## src/core/dcr_defines.svh

```systemverilog
// register map, field positions, reset values and timing counts
// assumes: included by bare name wherever needed
`ifndef DCR_DEFINES_SVH
`define DCR_DEFINES_SVH
`define DCR_OFF_CALCTL   8'h0E
`define DCR_OFF_CALSTAT  8'h0F
`define DCR_OFF_MADDR    8'h10
`define DCR_OFF_MDATA    8'h11
`define DCR_OFF_MCMD     8'h12
`define DCR_OFF_RTCTL    8'h14
`define DCR_OFF_HWREV    8'h1F
// calibration control fields
`define DCR_B_QPRE       7
`define DCR_B_IPRE       6
`define DCR_B_QSEL       5
`define DCR_B_ISEL       4
`define DCR_B_CLKEN      3
// memory command fields
`define DCR_B_QCLR       7
`define DCR_B_ICLR       6
`define DCR_B_START      4
`define DCR_B_MWR        3
`define DCR_B_MRD        2
`define DCR_B_QUNCAL     1
`define DCR_B_IUNCAL     0
// retimer control fields
`define DCR_B_SEARCH     4
`define DCR_B_REACQ      3
`define DCR_B_OVR        2
// values
`define DCR_REF_FIXED    6'h20
`define DCR_REF_ADDR     6'h01
`define DCR_QBANK_BIT    5
`define DCR_COEF_DEFAULT 6'h00
`define DCR_ST_UNCAL     2'h0
`define DCR_ST_SELF      2'h1
`define DCR_ST_USER      2'h2
`define DCR_CAL_TICKS    8'h10
`define DCR_ACQ_MAX      8'h80
`define DCR_ACQ_CYCLES   8'h60
// arbitrary revision value
`define DCR_HW_REV       8'h01
`endif

```

## src/core/dcr_pkg.sv

```systemverilog
// types shared by the calibration and retimer register bank
// assumes: compiled before every other design file
package dcr_pkg;
	typedef enum logic [0:0] {
		CAL_IDLE = 1'b0,
		CAL_RUN  = 1'b1
	} dcr_cal_state_type;
	// one register write from the serial host
	typedef struct packed {
		logic       en;
		logic [7:0] addr;
		logic [7:0] data;
	} dcr_wr_type;
	typedef struct packed {
		logic [7:0] cnt;
		logic       clkLvl;
		logic       tick;
	} dcr_div_type;
	typedef struct packed {
		logic [1:0] iS1, iS2, qS1, qS2;
		logic [7:0] cnt;
		logic       searching;
		logic [1:0] iPh, qPh;
	} dcr_rt_type;
	typedef struct packed {
		logic [63:0][5:0]  mem;
		logic [7:0]        ctl;
		logic [5:0]        addr, data;
		logic              rtOvr, rtReacq, reacqPulse;
		logic [1:0]        rtForce;
		logic              qDone, iDone;
		logic [1:0]        qState, iState;
		dcr_cal_state_type calSt;
		logic              runQ, runI;
		logic [7:0]        calCnt;
		logic [7:0]        rdata;
		logic [5:0]        iRef, qRef;
		logic [1:0]        iPhUsed, qPhUsed;
	} dcr_regs_type;
endpackage

```

## src/core/dcr_cal_clk_div.sv

```systemverilog
// calibration clock divider off the converter clock
// assumes: clk is the converter clock, en and divSel from registers
`timescale 1ns/1ps
`include "dcr_defines.svh"
module dcr_cal_clk_div (
	input  wire logic       clk,    // converter clock
	input  wire logic       rst,    // sync reset, high
	input  wire logic       en,     // clock enable bit
	input  wire logic [2:0] divSel, // divide code
	output logic            cal_clock_enable, // divided clock level
	output logic            tick    // one pulse per period
);
	dcr_pkg::dcr_div_type s_q, s_d;

	// half period: 000 -> 128 (div 256) down to 111 -> 1 (div 2)
	function automatic logic [7:0] halfOf(input logic [2:0] sel);
		halfOf = 8'h80 >> sel;
	endfunction

	// count half periods, toggle, pulse on each rising level
	always_comb begin
		s_d = s_q;
		s_d.tick = 1'b0;
		if (!en) begin
			s_d.cnt = 8'h00;
			s_d.clkLvl = 1'b0;
		end else if (s_q.cnt >= halfOf(divSel) - 8'h01) begin
			s_d.cnt = 8'h00;
			s_d.clkLvl = ~s_q.clkLvl;
			s_d.tick = ~s_q.clkLvl;
		end else begin
			s_d.cnt = s_q.cnt + 8'h01;
		end
	end

	// state register
	always_ff @(posedge clk) begin
		if (rst) begin
			s_q <= '0;
		end else begin
			s_q <= s_d;
		end
	end

	assign cal_clock_enable = s_q.clkLvl;
	assign tick   = s_q.tick;
endmodule

```

## src/core/dcr_regs.sv

```systemverilog
// calibration, coefficient memory and retimer control registers
// assumes: the serial host decoder presents one write per regWr.en
// Notes on behaviour
// - Q reference is fixed 32 unless Q preload select picks the user value
// - I reference is fixed 32 unless I preload select picks the user value
// - bits 5 and 4 select Q and I for self-calibration, either or both
// - calibration clock divides converter clock, runs only while enabled
// - divider code 000 gives 256, each step halves, 111 gives 2
// - done flags set when a channel finishes, cleared by writing one
// - status reports Q state in 3:2 and I state in 1:0
// - six-bit address register picks the coefficient location
// - six-bit data register carries write data and read results
// - writing one to bit 4 starts self-calibration of selected channels
// - writing one to bit 3 stores data register at the address
// - writing one to bit 2 loads the addressed word into data register
// - bits 1 and 0 restore Q and I coefficients to defaults
// - searching bit stays high while the retimer looks for its phase
// - a zero-to-one write of the reacquire bit restarts the search once
// - override makes the written I phase drive both retimers
// - I phase field reads the retimer choice, writable under override
// - Q retimer phase is read back in bits 7:6
// - read-only eight-bit hardware revision register
// - after reset the retimer locks within 128 cycles and drops searching
`timescale 1ns/1ps
`include "dcr_defines.svh"
module dcr_regs #(
	parameter logic [7:0] ACQ_CYCLES = `DCR_ACQ_CYCLES,
	parameter logic [7:0] CAL_TICKS  = `DCR_CAL_TICKS,
	parameter logic [7:0] HW_REV     = `DCR_HW_REV
) (
	input  wire logic                clk,        // converter clock
	input  wire logic                rst,        // sync reset, high
	input  wire dcr_pkg::dcr_wr_type regWr,      // host register write
	input  wire logic [7:0]          regRdAddr,  // host read address
	output logic [7:0]               regRdata,   // read data, one cycle late
	input  wire logic [1:0]          iDet,       // I phase detector
	input  wire logic [1:0]          qDet,       // Q phase detector
	output logic                     cal_clock_enable,     // calibration clock
	output logic                     searching,  // retimer searching
	output logic [5:0]               iRefValue,  // I calibration reference
	output logic [5:0]               qRefValue,  // Q calibration reference
	output logic [1:0]               iPhaseUsed, // I retimer phase in use
	output logic [1:0]               qPhaseUsed  // Q retimer phase in use
);
	// whole block state, registered once per clock
	dcr_pkg::dcr_regs_type s_q, s_d;
	logic       calTick;
	logic [1:0] rtI, rtQ;

	// write hit on one register offset
	function automatic logic hit(input dcr_pkg::dcr_wr_type w,
		input logic [7:0] off);
		hit = w.en && (w.addr == off);
	endfunction

	// decoded write strobes
	logic cmdWr, ctlWr, rtWr;
	assign cmdWr = hit(regWr, `DCR_OFF_MCMD);
	assign ctlWr = hit(regWr, `DCR_OFF_CALCTL);
	assign rtWr  = hit(regWr, `DCR_OFF_RTCTL);

	// calibration clock
	dcr_cal_clk_div u_div (
		.clk    (clk),
		.rst    (rst),
		.en     (s_q.ctl[`DCR_B_CLKEN]),
		.divSel (s_q.ctl[2:0]),
		.cal_clock_enable (cal_clock_enable),
		.tick   (calTick)
	);

	// phase acquisition
	dcr_retimer #(
		.ACQ_CYCLES (ACQ_CYCLES)
	) u_rt (
		.clk       (clk),
		.rst       (rst),
		.reacq     (s_q.reacqPulse),
		.iDet      (iDet),
		.qDet      (qDet),
		.searching (searching),
		.iPhase    (rtI),
		.qPhase    (rtQ)
	);

	// last calibration tick of a run
	logic calFinish;
	assign calFinish = (s_q.calSt == dcr_pkg::CAL_RUN) && calTick &&
		(s_q.calCnt == CAL_TICKS - 8'h01);

	// register writes, commands, calibration engine
	always_comb begin
		s_d = s_q;
		s_d.reacqPulse = 1'b0;
		if (ctlWr) begin
			s_d.ctl = regWr.data;
		end
		if (hit(regWr, `DCR_OFF_MADDR)) begin
			s_d.addr = regWr.data[5:0];
		end
		if (hit(regWr, `DCR_OFF_MDATA)) begin
			s_d.data = regWr.data[5:0];
		end
		// reacquire fires on a zero-to-one write only
		if (rtWr) begin
			s_d.rtReacq = regWr.data[`DCR_B_REACQ];
			s_d.reacqPulse = regWr.data[`DCR_B_REACQ] && !s_q.rtReacq;
			s_d.rtOvr = regWr.data[`DCR_B_OVR];
			if (regWr.data[`DCR_B_OVR]) begin
				s_d.rtForce = regWr.data[1:0];
			end
		end
		// commands are pulses from the write itself
		if (cmdWr && regWr.data[`DCR_B_MWR]) begin
			s_d.mem[s_q.addr] = s_q.data;
			if (s_q.addr[`DCR_QBANK_BIT]) begin
				s_d.qState = `DCR_ST_USER;
			end else begin
				s_d.iState = `DCR_ST_USER;
			end
		end
		if (cmdWr && regWr.data[`DCR_B_MRD]) begin
			s_d.data = s_q.mem[s_q.addr];
		end
		if (cmdWr && regWr.data[`DCR_B_QUNCAL]) begin
			for (int k = 32; k < 64; k++) begin
				s_d.mem[k] = `DCR_COEF_DEFAULT;
			end
			s_d.qState = `DCR_ST_UNCAL;
		end
		if (cmdWr && regWr.data[`DCR_B_IUNCAL]) begin
			for (int k = 0; k < 32; k++) begin
				s_d.mem[k] = `DCR_COEF_DEFAULT;
			end
			s_d.iState = `DCR_ST_UNCAL;
		end
		// calibration engine counts calibration clock periods
		case (s_q.calSt)
			dcr_pkg::CAL_IDLE: begin
				if (cmdWr && regWr.data[`DCR_B_START] &&
					(s_q.ctl[`DCR_B_QSEL] || s_q.ctl[`DCR_B_ISEL])) begin
					s_d.calSt = dcr_pkg::CAL_RUN;
					s_d.runQ = s_q.ctl[`DCR_B_QSEL];
					s_d.runI = s_q.ctl[`DCR_B_ISEL];
					s_d.calCnt = 8'h00;
				end
			end
			dcr_pkg::CAL_RUN: begin
				if (calFinish) begin
					s_d.calSt = dcr_pkg::CAL_IDLE;
					if (s_q.runQ) begin
						s_d.qState = `DCR_ST_SELF;
					end
					if (s_q.runI) begin
						s_d.iState = `DCR_ST_SELF;
					end
				end else if (calTick) begin
					s_d.calCnt = s_q.calCnt + 8'h01;
				end
			end
			default: begin
				s_d.calSt = dcr_pkg::CAL_IDLE;
			end
		endcase
		// done flags: a finish in the clearing cycle still sets
		s_d.qDone = (s_q.qDone && !(cmdWr && regWr.data[`DCR_B_QCLR])) ||
			(calFinish && s_q.runQ);
		s_d.iDone = (s_q.iDone && !(cmdWr && regWr.data[`DCR_B_ICLR])) ||
			(calFinish && s_q.runI);
		// references handed to the calibration engine
		s_d.qRef = s_q.ctl[`DCR_B_QPRE] ?
			s_q.mem[`DCR_REF_ADDR] : `DCR_REF_FIXED;
		s_d.iRef = s_q.ctl[`DCR_B_IPRE] ?
			s_q.mem[`DCR_REF_ADDR] : `DCR_REF_FIXED;
		// phases in use: forced value drives both retimers
		s_d.iPhUsed = s_q.rtOvr ? s_q.rtForce : rtI;
		s_d.qPhUsed = s_q.rtOvr ? s_q.rtForce : rtQ;
		// read mux, unmapped offsets read zero
		case (regRdAddr)
			`DCR_OFF_CALCTL: s_d.rdata = s_q.ctl;
			`DCR_OFF_CALSTAT: s_d.rdata = {s_q.qDone, s_q.iDone, 2'h0,
				s_q.qState, s_q.iState};
			`DCR_OFF_MADDR: s_d.rdata = {2'h0, s_q.addr};
			`DCR_OFF_MDATA: s_d.rdata = {2'h0, s_q.data};
			`DCR_OFF_MCMD: s_d.rdata = 8'h00;
			`DCR_OFF_RTCTL: s_d.rdata = {s_q.qPhUsed, 1'b0, searching,
				s_q.rtReacq, s_q.rtOvr, s_q.iPhUsed};
			`DCR_OFF_HWREV: s_d.rdata = HW_REV;
			default: s_d.rdata = 8'h00;
		endcase
	end

	// state register
	always_ff @(posedge clk) begin
		if (rst) begin
			s_q <= '0;
		end else begin
			s_q <= s_d;
		end
	end

	// outputs straight from the state register
	assign regRdata   = s_q.rdata;
	assign iRefValue  = s_q.iRef;
	assign qRefValue  = s_q.qRef;
	assign iPhaseUsed = s_q.iPhUsed;
	assign qPhaseUsed = s_q.qPhUsed;
endmodule

```

## src/core/dcr_retimer.sv

```systemverilog
// retimer phase acquisition for I and Q
// assumes: phase detector inputs come from another clock domain
`timescale 1ns/1ps
`include "dcr_defines.svh"
module dcr_retimer #(
	parameter logic [7:0] ACQ_CYCLES = `DCR_ACQ_CYCLES
) (
	input  wire logic       clk,       // converter clock
	input  wire logic       rst,       // sync reset, high
	input  wire logic       reacq,     // restart search pulse
	input  wire logic [1:0] iDet,      // I phase detector
	input  wire logic [1:0] qDet,      // Q phase detector
	output logic            searching, // high while searching
	output logic [1:0]      iPhase,    // I acquired phase
	output logic [1:0]      qPhase     // Q acquired phase
);
	dcr_pkg::dcr_rt_type s_q, s_d;

	// synchronise detectors, count, then latch the phases
	always_comb begin
		s_d = s_q;
		s_d.iS1 = iDet;
		s_d.qS1 = qDet;
		s_d.iS2 = s_q.iS1;
		s_d.qS2 = s_q.qS1;
		if (reacq) begin
			s_d.searching = 1'b1;
			s_d.cnt = 8'h00;
		end else if (s_q.searching) begin
			if (s_q.cnt == ACQ_CYCLES - 8'h01) begin
				s_d.searching = 1'b0;
				s_d.iPh = s_q.iS2;
				s_d.qPh = s_q.qS2;
			end else begin
				s_d.cnt = s_q.cnt + 8'h01;
			end
		end
	end

	// state register, searching from reset
	always_ff @(posedge clk) begin
		if (rst) begin
			s_q <= '0;
			s_q.searching <= 1'b1;
		end else begin
			s_q <= s_d;
		end
	end

	assign searching = s_q.searching;
	assign iPhase    = s_q.iPh;
	assign qPhase    = s_q.qPh;
endmodule

```

## config.mk

```make
export PLATFORM = sky130hd
export DESIGN_NAME = dcr_regs
export DESIGN_NICKNAME = d
export VERILOG_FILES = /design/src/core/dcr_pkg.sv /design/src/core/dcr_cal_clk_div.sv /design/src/core/dcr_regs.sv /design/src/core/dcr_retimer.sv
export VERILOG_INCLUDE_DIRS = /design/src /design/src/core
export SDC_FILE = /design/constraint.sdc
export NUM_CORES = 1
export LEC_CHECK = 0
export BUFFER_PORTS_ARGS = -buffer_cell sky130_fd_sc_hd__buf_2
export CORE_ASPECT_RATIO = 1.4
export CORE_MARGIN = 8
export CORE_UTILIZATION = 34
export CTS_CLUSTER_DIAMETER = 30
export DETAILED_ROUTE_END_ITERATION = 6
export GPL_TIMING_DRIVEN = 0
export PLACE_DENSITY_LB_ADDON = 0.15
export SLEW_MARGIN = 20
export SYNTH_ARGS = -nofsm -noshare
export SYNTH_HDL_FRONTEND = slang
export SYNTH_SLANG_ARGS = --single-unit
```

## constraint.sdc

```tcl
create_clock -name clk -period 6.5 [get_ports clk]
set_input_delay 0 -clock clk [delete_from_list [all_inputs] [get_ports clk]]
set_output_delay 0 -clock clk [all_outputs]
set_load 0.005 [all_outputs]
```

# Yosys cells after proc, flatten, opt, wreduce, memory -nomap -nowiden

Cells that the tools add are included.

Output and inout bits: 26
Bits in registers: 481
Logic and storage cells: 200

Equality and inequality tests: 16
Magnitude comparators: 3
Shifts and indexed selects: 1
Muxes and demuxes: 28
Reductions and logical operators: 42
Add/subtract/negate cells: 4
Bitwise gates (word level): 9

Operator list:

| kind                                                               | number |
|---|---|
| bitwise mux 384 bit                                                | 1 |
| equality test 8 x 5 -> 1 bit (second input constant)               | 8 |
| one-hot mux 8 bit (6 select lines)                                 | 1 |
| binary-select mux 6 bit (select 6 bit)                             | 1 |
| demux 6 bit (select 6 bit)                                         | 1 |
| two-way mux 6 bit                                                  | 6 |
| equality test 8 x 4 -> 1 bit (second input constant)               | 4 |
| adder 8 x 1 -> 8 bit (second input constant)                       | 3 |
| logical AND 1 bit                                                  | 21 |
| two-way mux 2 bit                                                  | 8 |
| two-way mux 8 bit                                                  | 2 |
| one-hot mux 8 bit (2 select lines)                                 | 1 |
| two-way mux 5 bit                                                  | 3 |
| OR reduction 2 bit                                                 | 7 |
| two-way mux 11 bit                                                 | 1 |
| NOT 1 bit                                                          | 9 |
| equality test 8 x 7 -> 1 bit (second input constant)               | 1 |
| greater-or-equal comparator 8 bit                                  | 1 |
| two-way mux 4 bit                                                  | 2 |
| right shift 8 x 3 -> 8 bit (first input constant)                  | 1 |
| subtractor 8 x 1 -> 8 bit (second input constant)                  | 1 |
| less-than comparator 6 x 7 -> 1 bit (second input constant)        | 1 |
| greater-or-equal comparator 6 x 1 -> 1 bit (second input constant) | 1 |
| AND reduction 2 bit                                                | 3 |
| other kinds (8)                                                    | 15 |

# Longest topological paths before layout

Depth after elaboration: 8
Depth in mapped cells: 12

# Hierarchy

A second synthesis with hierarchy kept.

Cells, all modules: 2,387
Area, all modules: 21,753.4 µm²

Modules (own cells, without submodules):

| module          | area each (µm²) | times used | cells each | sequential area each (µm²) |
|---|---|---|---|---|
| dcr_regs        | 20,195.6        | 1          | 2,224      | 9,008.6 |
| dcr_retimer     | 884.6           | 1          | 90         | 420.4 |
| dcr_cal_clk_div | 673.1           | 1          | 73         | 200.2 |

# Worst setup path before layout

No wires, ideal clock.

Path kind: flip-flop to flip-flop
Start: register s_q[59] (netlist bit)
End: register u_div.s_q[3] (netlist bit)
Clock period less this slack: 2.703 ns
Buffers on the path: 2
Arrival: 2.607 ns
Stages on the path, launching flop included: 13
Required time: 6.404 ns
Slack: 3.797 ns
Cells stage by stage: dfxtp_1 clkbuf_1 nand3_1 ha_1 clkbuf_1 xnor2_1 nor2_1 a31oi_1 ha_1 and3_1 a221oi_1 a21oi_1 nor4b_1

Word-level cells in the longest chain between the ends: 4

Ends and longest elaborated chain:

| what                              | line                  | text |
|---|---|---|
| start, declared                   | dcr_regs.sv:46        | `dcr_pkg::dcr_regs_type s_q, s_d;` |
| start signal, assigned            | dcr_regs.sv:196       | `s_q <= '0;` |
| start signal, assigned            | dcr_regs.sv:198       | `s_q <= s_d;` |
| right shift 8 x 3 -> 8 bit        | dcr_cal_clk_div.sv:17 | `halfOf = 8'h80 >> sel;` |
| subtractor 8 x 1 -> 8 bit         | dcr_cal_clk_div.sv:27 | `end else if (s_q.cnt >= halfOf(divSel) - 8'h01) begin` |
| greater-or-equal comparator 8 bit | dcr_cal_clk_div.sv:27 |  |
| OR reduction 3 bit (no line)      | --                    |  |
| end signal, assigned              | dcr_cal_clk_div.sv:39 | `s_q <= '0;` |
| end signal, assigned              | dcr_cal_clk_div.sv:41 | `s_q <= s_d;` |
| end, declared                     | dcr_cal_clk_div.sv:13 | `dcr_pkg::dcr_div_type s_q, s_d;` |

No other way between the ends.
A chain may end at the register's enable or synchronous reset.

# Final worst setup path

Start: register s_q[52] (netlist bit)
End: register s_q[49] (netlist bit)

Word-level cells in the longest chain between the ends: 3

Ends and longest elaborated chain:

| what                                    | line            | text |
|---|---|---|
| binary-select mux 6 bit (select 6 bit)  | dcr_regs.sv:123 | `s_d.data = s_q.mem[s_q.addr];` |
| two-way mux 6 bit (not written as such) | dcr_regs.sv:123 |  |
| two-way mux 6 bit                       | dcr_regs.sv:122 | `` if (cmdWr && regWr.data[`DCR_B_MRD]) begin `` |

No other way between the ends. The select of a mux whose other input is x is not followed.

==> metrics.csv <==
metric;value;unit
wl_per_cell;27.7;um
setup_viol;0;
synth.most_common_cell;dfxtp_1;
report.final.slew_viol_count;0;
num_rows;109;
ys.flop_type;dfxtp_1;
synth_area_leader_cell;dfxtp_1;
num_io_pins;57;
critPathArrivalTime;5.32;ns
rsz0062_at_grt;false;
worstSetupPathType;flip-flop to flip-flop;
drt-initial-drc-count;1820;
numCtsBuffers;92;
hpwlAfterDp;69.8;mm
synth_top_family_by_area;simple AND/OR/NAND/NOR gates;
route.detailed.drc;2;
min_from;regWr[10];
worstSetupEndpointType;flip-flop;
fill_cells;6329;
drive_gt1_share;16.2;%
cts_setup_buffers;0;
fp.dieH;314;um
synth_cells;2431;
slowest_delay;0.81;ns
startpoint_type;flip-flop;
synth_area_leaders;dfxtp_1 (45%), mux2i_1 (10%), a21oi_1 (5.9%);
r2r-start;s_q[52];
reg2reg_depth;9;
synth_fa_ha_area_share;0.696;%
cts.sinks;481;
cts-root-buf;clkbuf_16;
path_common_cell;buf_2;
max-cap-violations;0;
ant_nets;0;
yosys_register_bits;481;
cts_htree_levels;3;
synth_compound_area_share;13.6;%
synth_simple_gate_area_share;18.8;%
nets;2660;
startpoint;s_q[52];
portBuffers;53;
routed_wl;97.8;mm
synth.avg_cell_area;8.88;um2
synth_xor_area_share;0.771;%
drtPass1Iterations;7;
vias_per_cell;5.72;
synth_nets;2474;
crit_family;buffers and inverters;
muxShareOfSynthArea;16.4;%
grt_pass1_wl;140;mm
via_count;20200;
clockBufferDepth;3;
grt_pass1_vias;20000;
clkLatencyLatePin;0.64;ns
yosys-top-cells-count;dfxtp_1 (481), nand2_1 (294), a21oi_1 (253);
antenna_found_initial;4;
synth_warnings;0;
hold_path.class;input port to flip-flop;
fmax;0.209;GHz
hold_viol;0;
multi_input_area;0.0109;mm2
die_area;0.0719;mm2
max-slew-margin-rel;12.6;%
regArea;0.00963;mm2
cts_tree;done;
ir_worst_vdd;0.000188;V
pwr_density_cell;303;mW/mm2
dieWidth;229;um
clk_pin_slew_worst_paths;0.05;ns
whs;0.00621;ns
crit_slowest_cell;buf_1;
worst_slew_pin_slew;1.31;ns
finalSetupTns;0;ns
synth_edf_count;0;
core-area;0.0630;mm2
grt.overflow.total;0;
worst-path-buf-inv;5;
cp_cell_sequence;buf_2 > buf_2 > clkbuf_1 > buf_2 > buf_1 > a21oi_1 > o21ai_0 > o211ai_1 > o21a_1;
fin_worst_skew;0.0248;ns
yosysSeqAreaShare;44.6;%
p_leak;9.06;nW
syn_area;0.0216;mm2
place_congestion;1.03;
grtUsageTotal;26.3;%
synth_cell_types;74;
status;finished, violations left;
start_util;34.3;%
syn2layout_area_growth;23.0;%
synthArstFlopShare;0;%
crit_required;7.03;ns
violations;design-rule violations;
cp_num_cells;9;
whs_path_depth;4;
cp_max_fo;10;
fin_crit_sh;73.8;%
grt_max_degree;14;
min_period;4.80;ns
synth_top_area_share;44.6;%
## worst reg2reg max path, delay by kind of cell (launching register included)
family	cells	cell delay, ns
buffers and inverters	5	3.04
AOI/OAI and AO/OA	4	1.37
DFF	1	0.31
## final timing paths
kind	endpoint	slack (ns)
setup / recovery	s_q[49]	1.70
hold / removal	s_q[43]	0.006
setup reg to reg	s_q[49]	1.70
hold reg to reg	u_rt.s_q[13]	0.43
## metrics by stage
step / power, mW / cells / utilization, % / area (um2) / setup WS [ns]
global placement: 3.14 / 3316 / 36.3 / 22900 / 1.70
global route: 8.24 / 3528 / 42.1 / 26600 / 1.76
CTS: 8.09 / 3527 / 42.1 / 26500 / 1.94
floorplan: 3.08 / 2431 / - / 21600 / 3.80
finish: 8.05 / 3530 / 42.2 / 26600 / 1.70
detailed placement: 3.14 / 3317 / 36.4 / 22900 / 1.98
## what timing repair did
item	4_1_cts	5_1_grt
setup endpoints to repair	0	0
hold endpoints to repair	41	0
resized for setup	0	0
hold buffers	37	0
## state kept, by name, indices dropped and copies added (netlist names)
register                flops
iPhaseUsed                  2
iRefValue                   6
qPhaseUsed                  2
qRefValue                   6
regRdata                    8
s_q                       426
u_div.cal_clock_enable      1
u_div.s_q                   8
u_div.tick                  1
u_rt.iPhase                 2
u_rt.qPhase                 2
u_rt.s_d                    4
u_rt.s_q                   12
u_rt.searching              1
## power by group
group | total [mW] | internal, mW | switching, mW
combinational | 0.134 | 0.0353 | 0.0983
sequential | 2.96 | 2.96 | 0.00253
clock | 4.96 | 3.19 | 1.77
total | 8.05 | 6.18 | 1.87
## final cells by class
type / count / share of cell area (%)
Clock inverter: 65 / 2.88
Multi-Input combinational cell: 1704 / 41.0
Timing Repair Buffer: 92 / 2.49
Buffer: 234 / 3.98
Sequential cell: 481 / 36.3
Antenna cell: 2 / 0.0188
Inverter: 12 / 0.170
Tap cell: 832 / 3.92
Clock buffer: 108 / 9.24
## metal layers
metal / vias to the layer above / share of wire, % / global-route usage, %
met5: - / 0 / 0
met4: 0 / 9.1 / 21.1
met2: 1073 / 47 / 44.6
li1: 9000 / - / -
met3: 361 / 7.8 / 5.53
met1: 9744 / 36 / 28.1
## cells in the final DEF (no fill, tap or decap), types with 34 or more instances in the layout
cell type	Yosys	routed
a21oi_1	253	253
a221oi_1	41	41
a22oi_1	40	40
buf_2	50	110
clkbuf_1	131	139
clkbuf_16	0	94
dfxtp_1	481	481
dlygate4sd3_1	0	37
mux2_2	48	48
mux2i_1	223	223
mux4_2	34	34
nand2_1	294	294
nand3_1	178	178
nor2_1	251	250
o21ai_0	66	66
## logic make-up (layout without fill, tap and decap cells)
family,Yosys count,count (layout)
other cells,1,3
mux,305,305
buf+inv,246,511
xor+xnor,19,19
fa+ha+maj,12,12
flops,481,481
simple gates,883,883
compound gates,484,484
(Power assumes the default switching activity.)
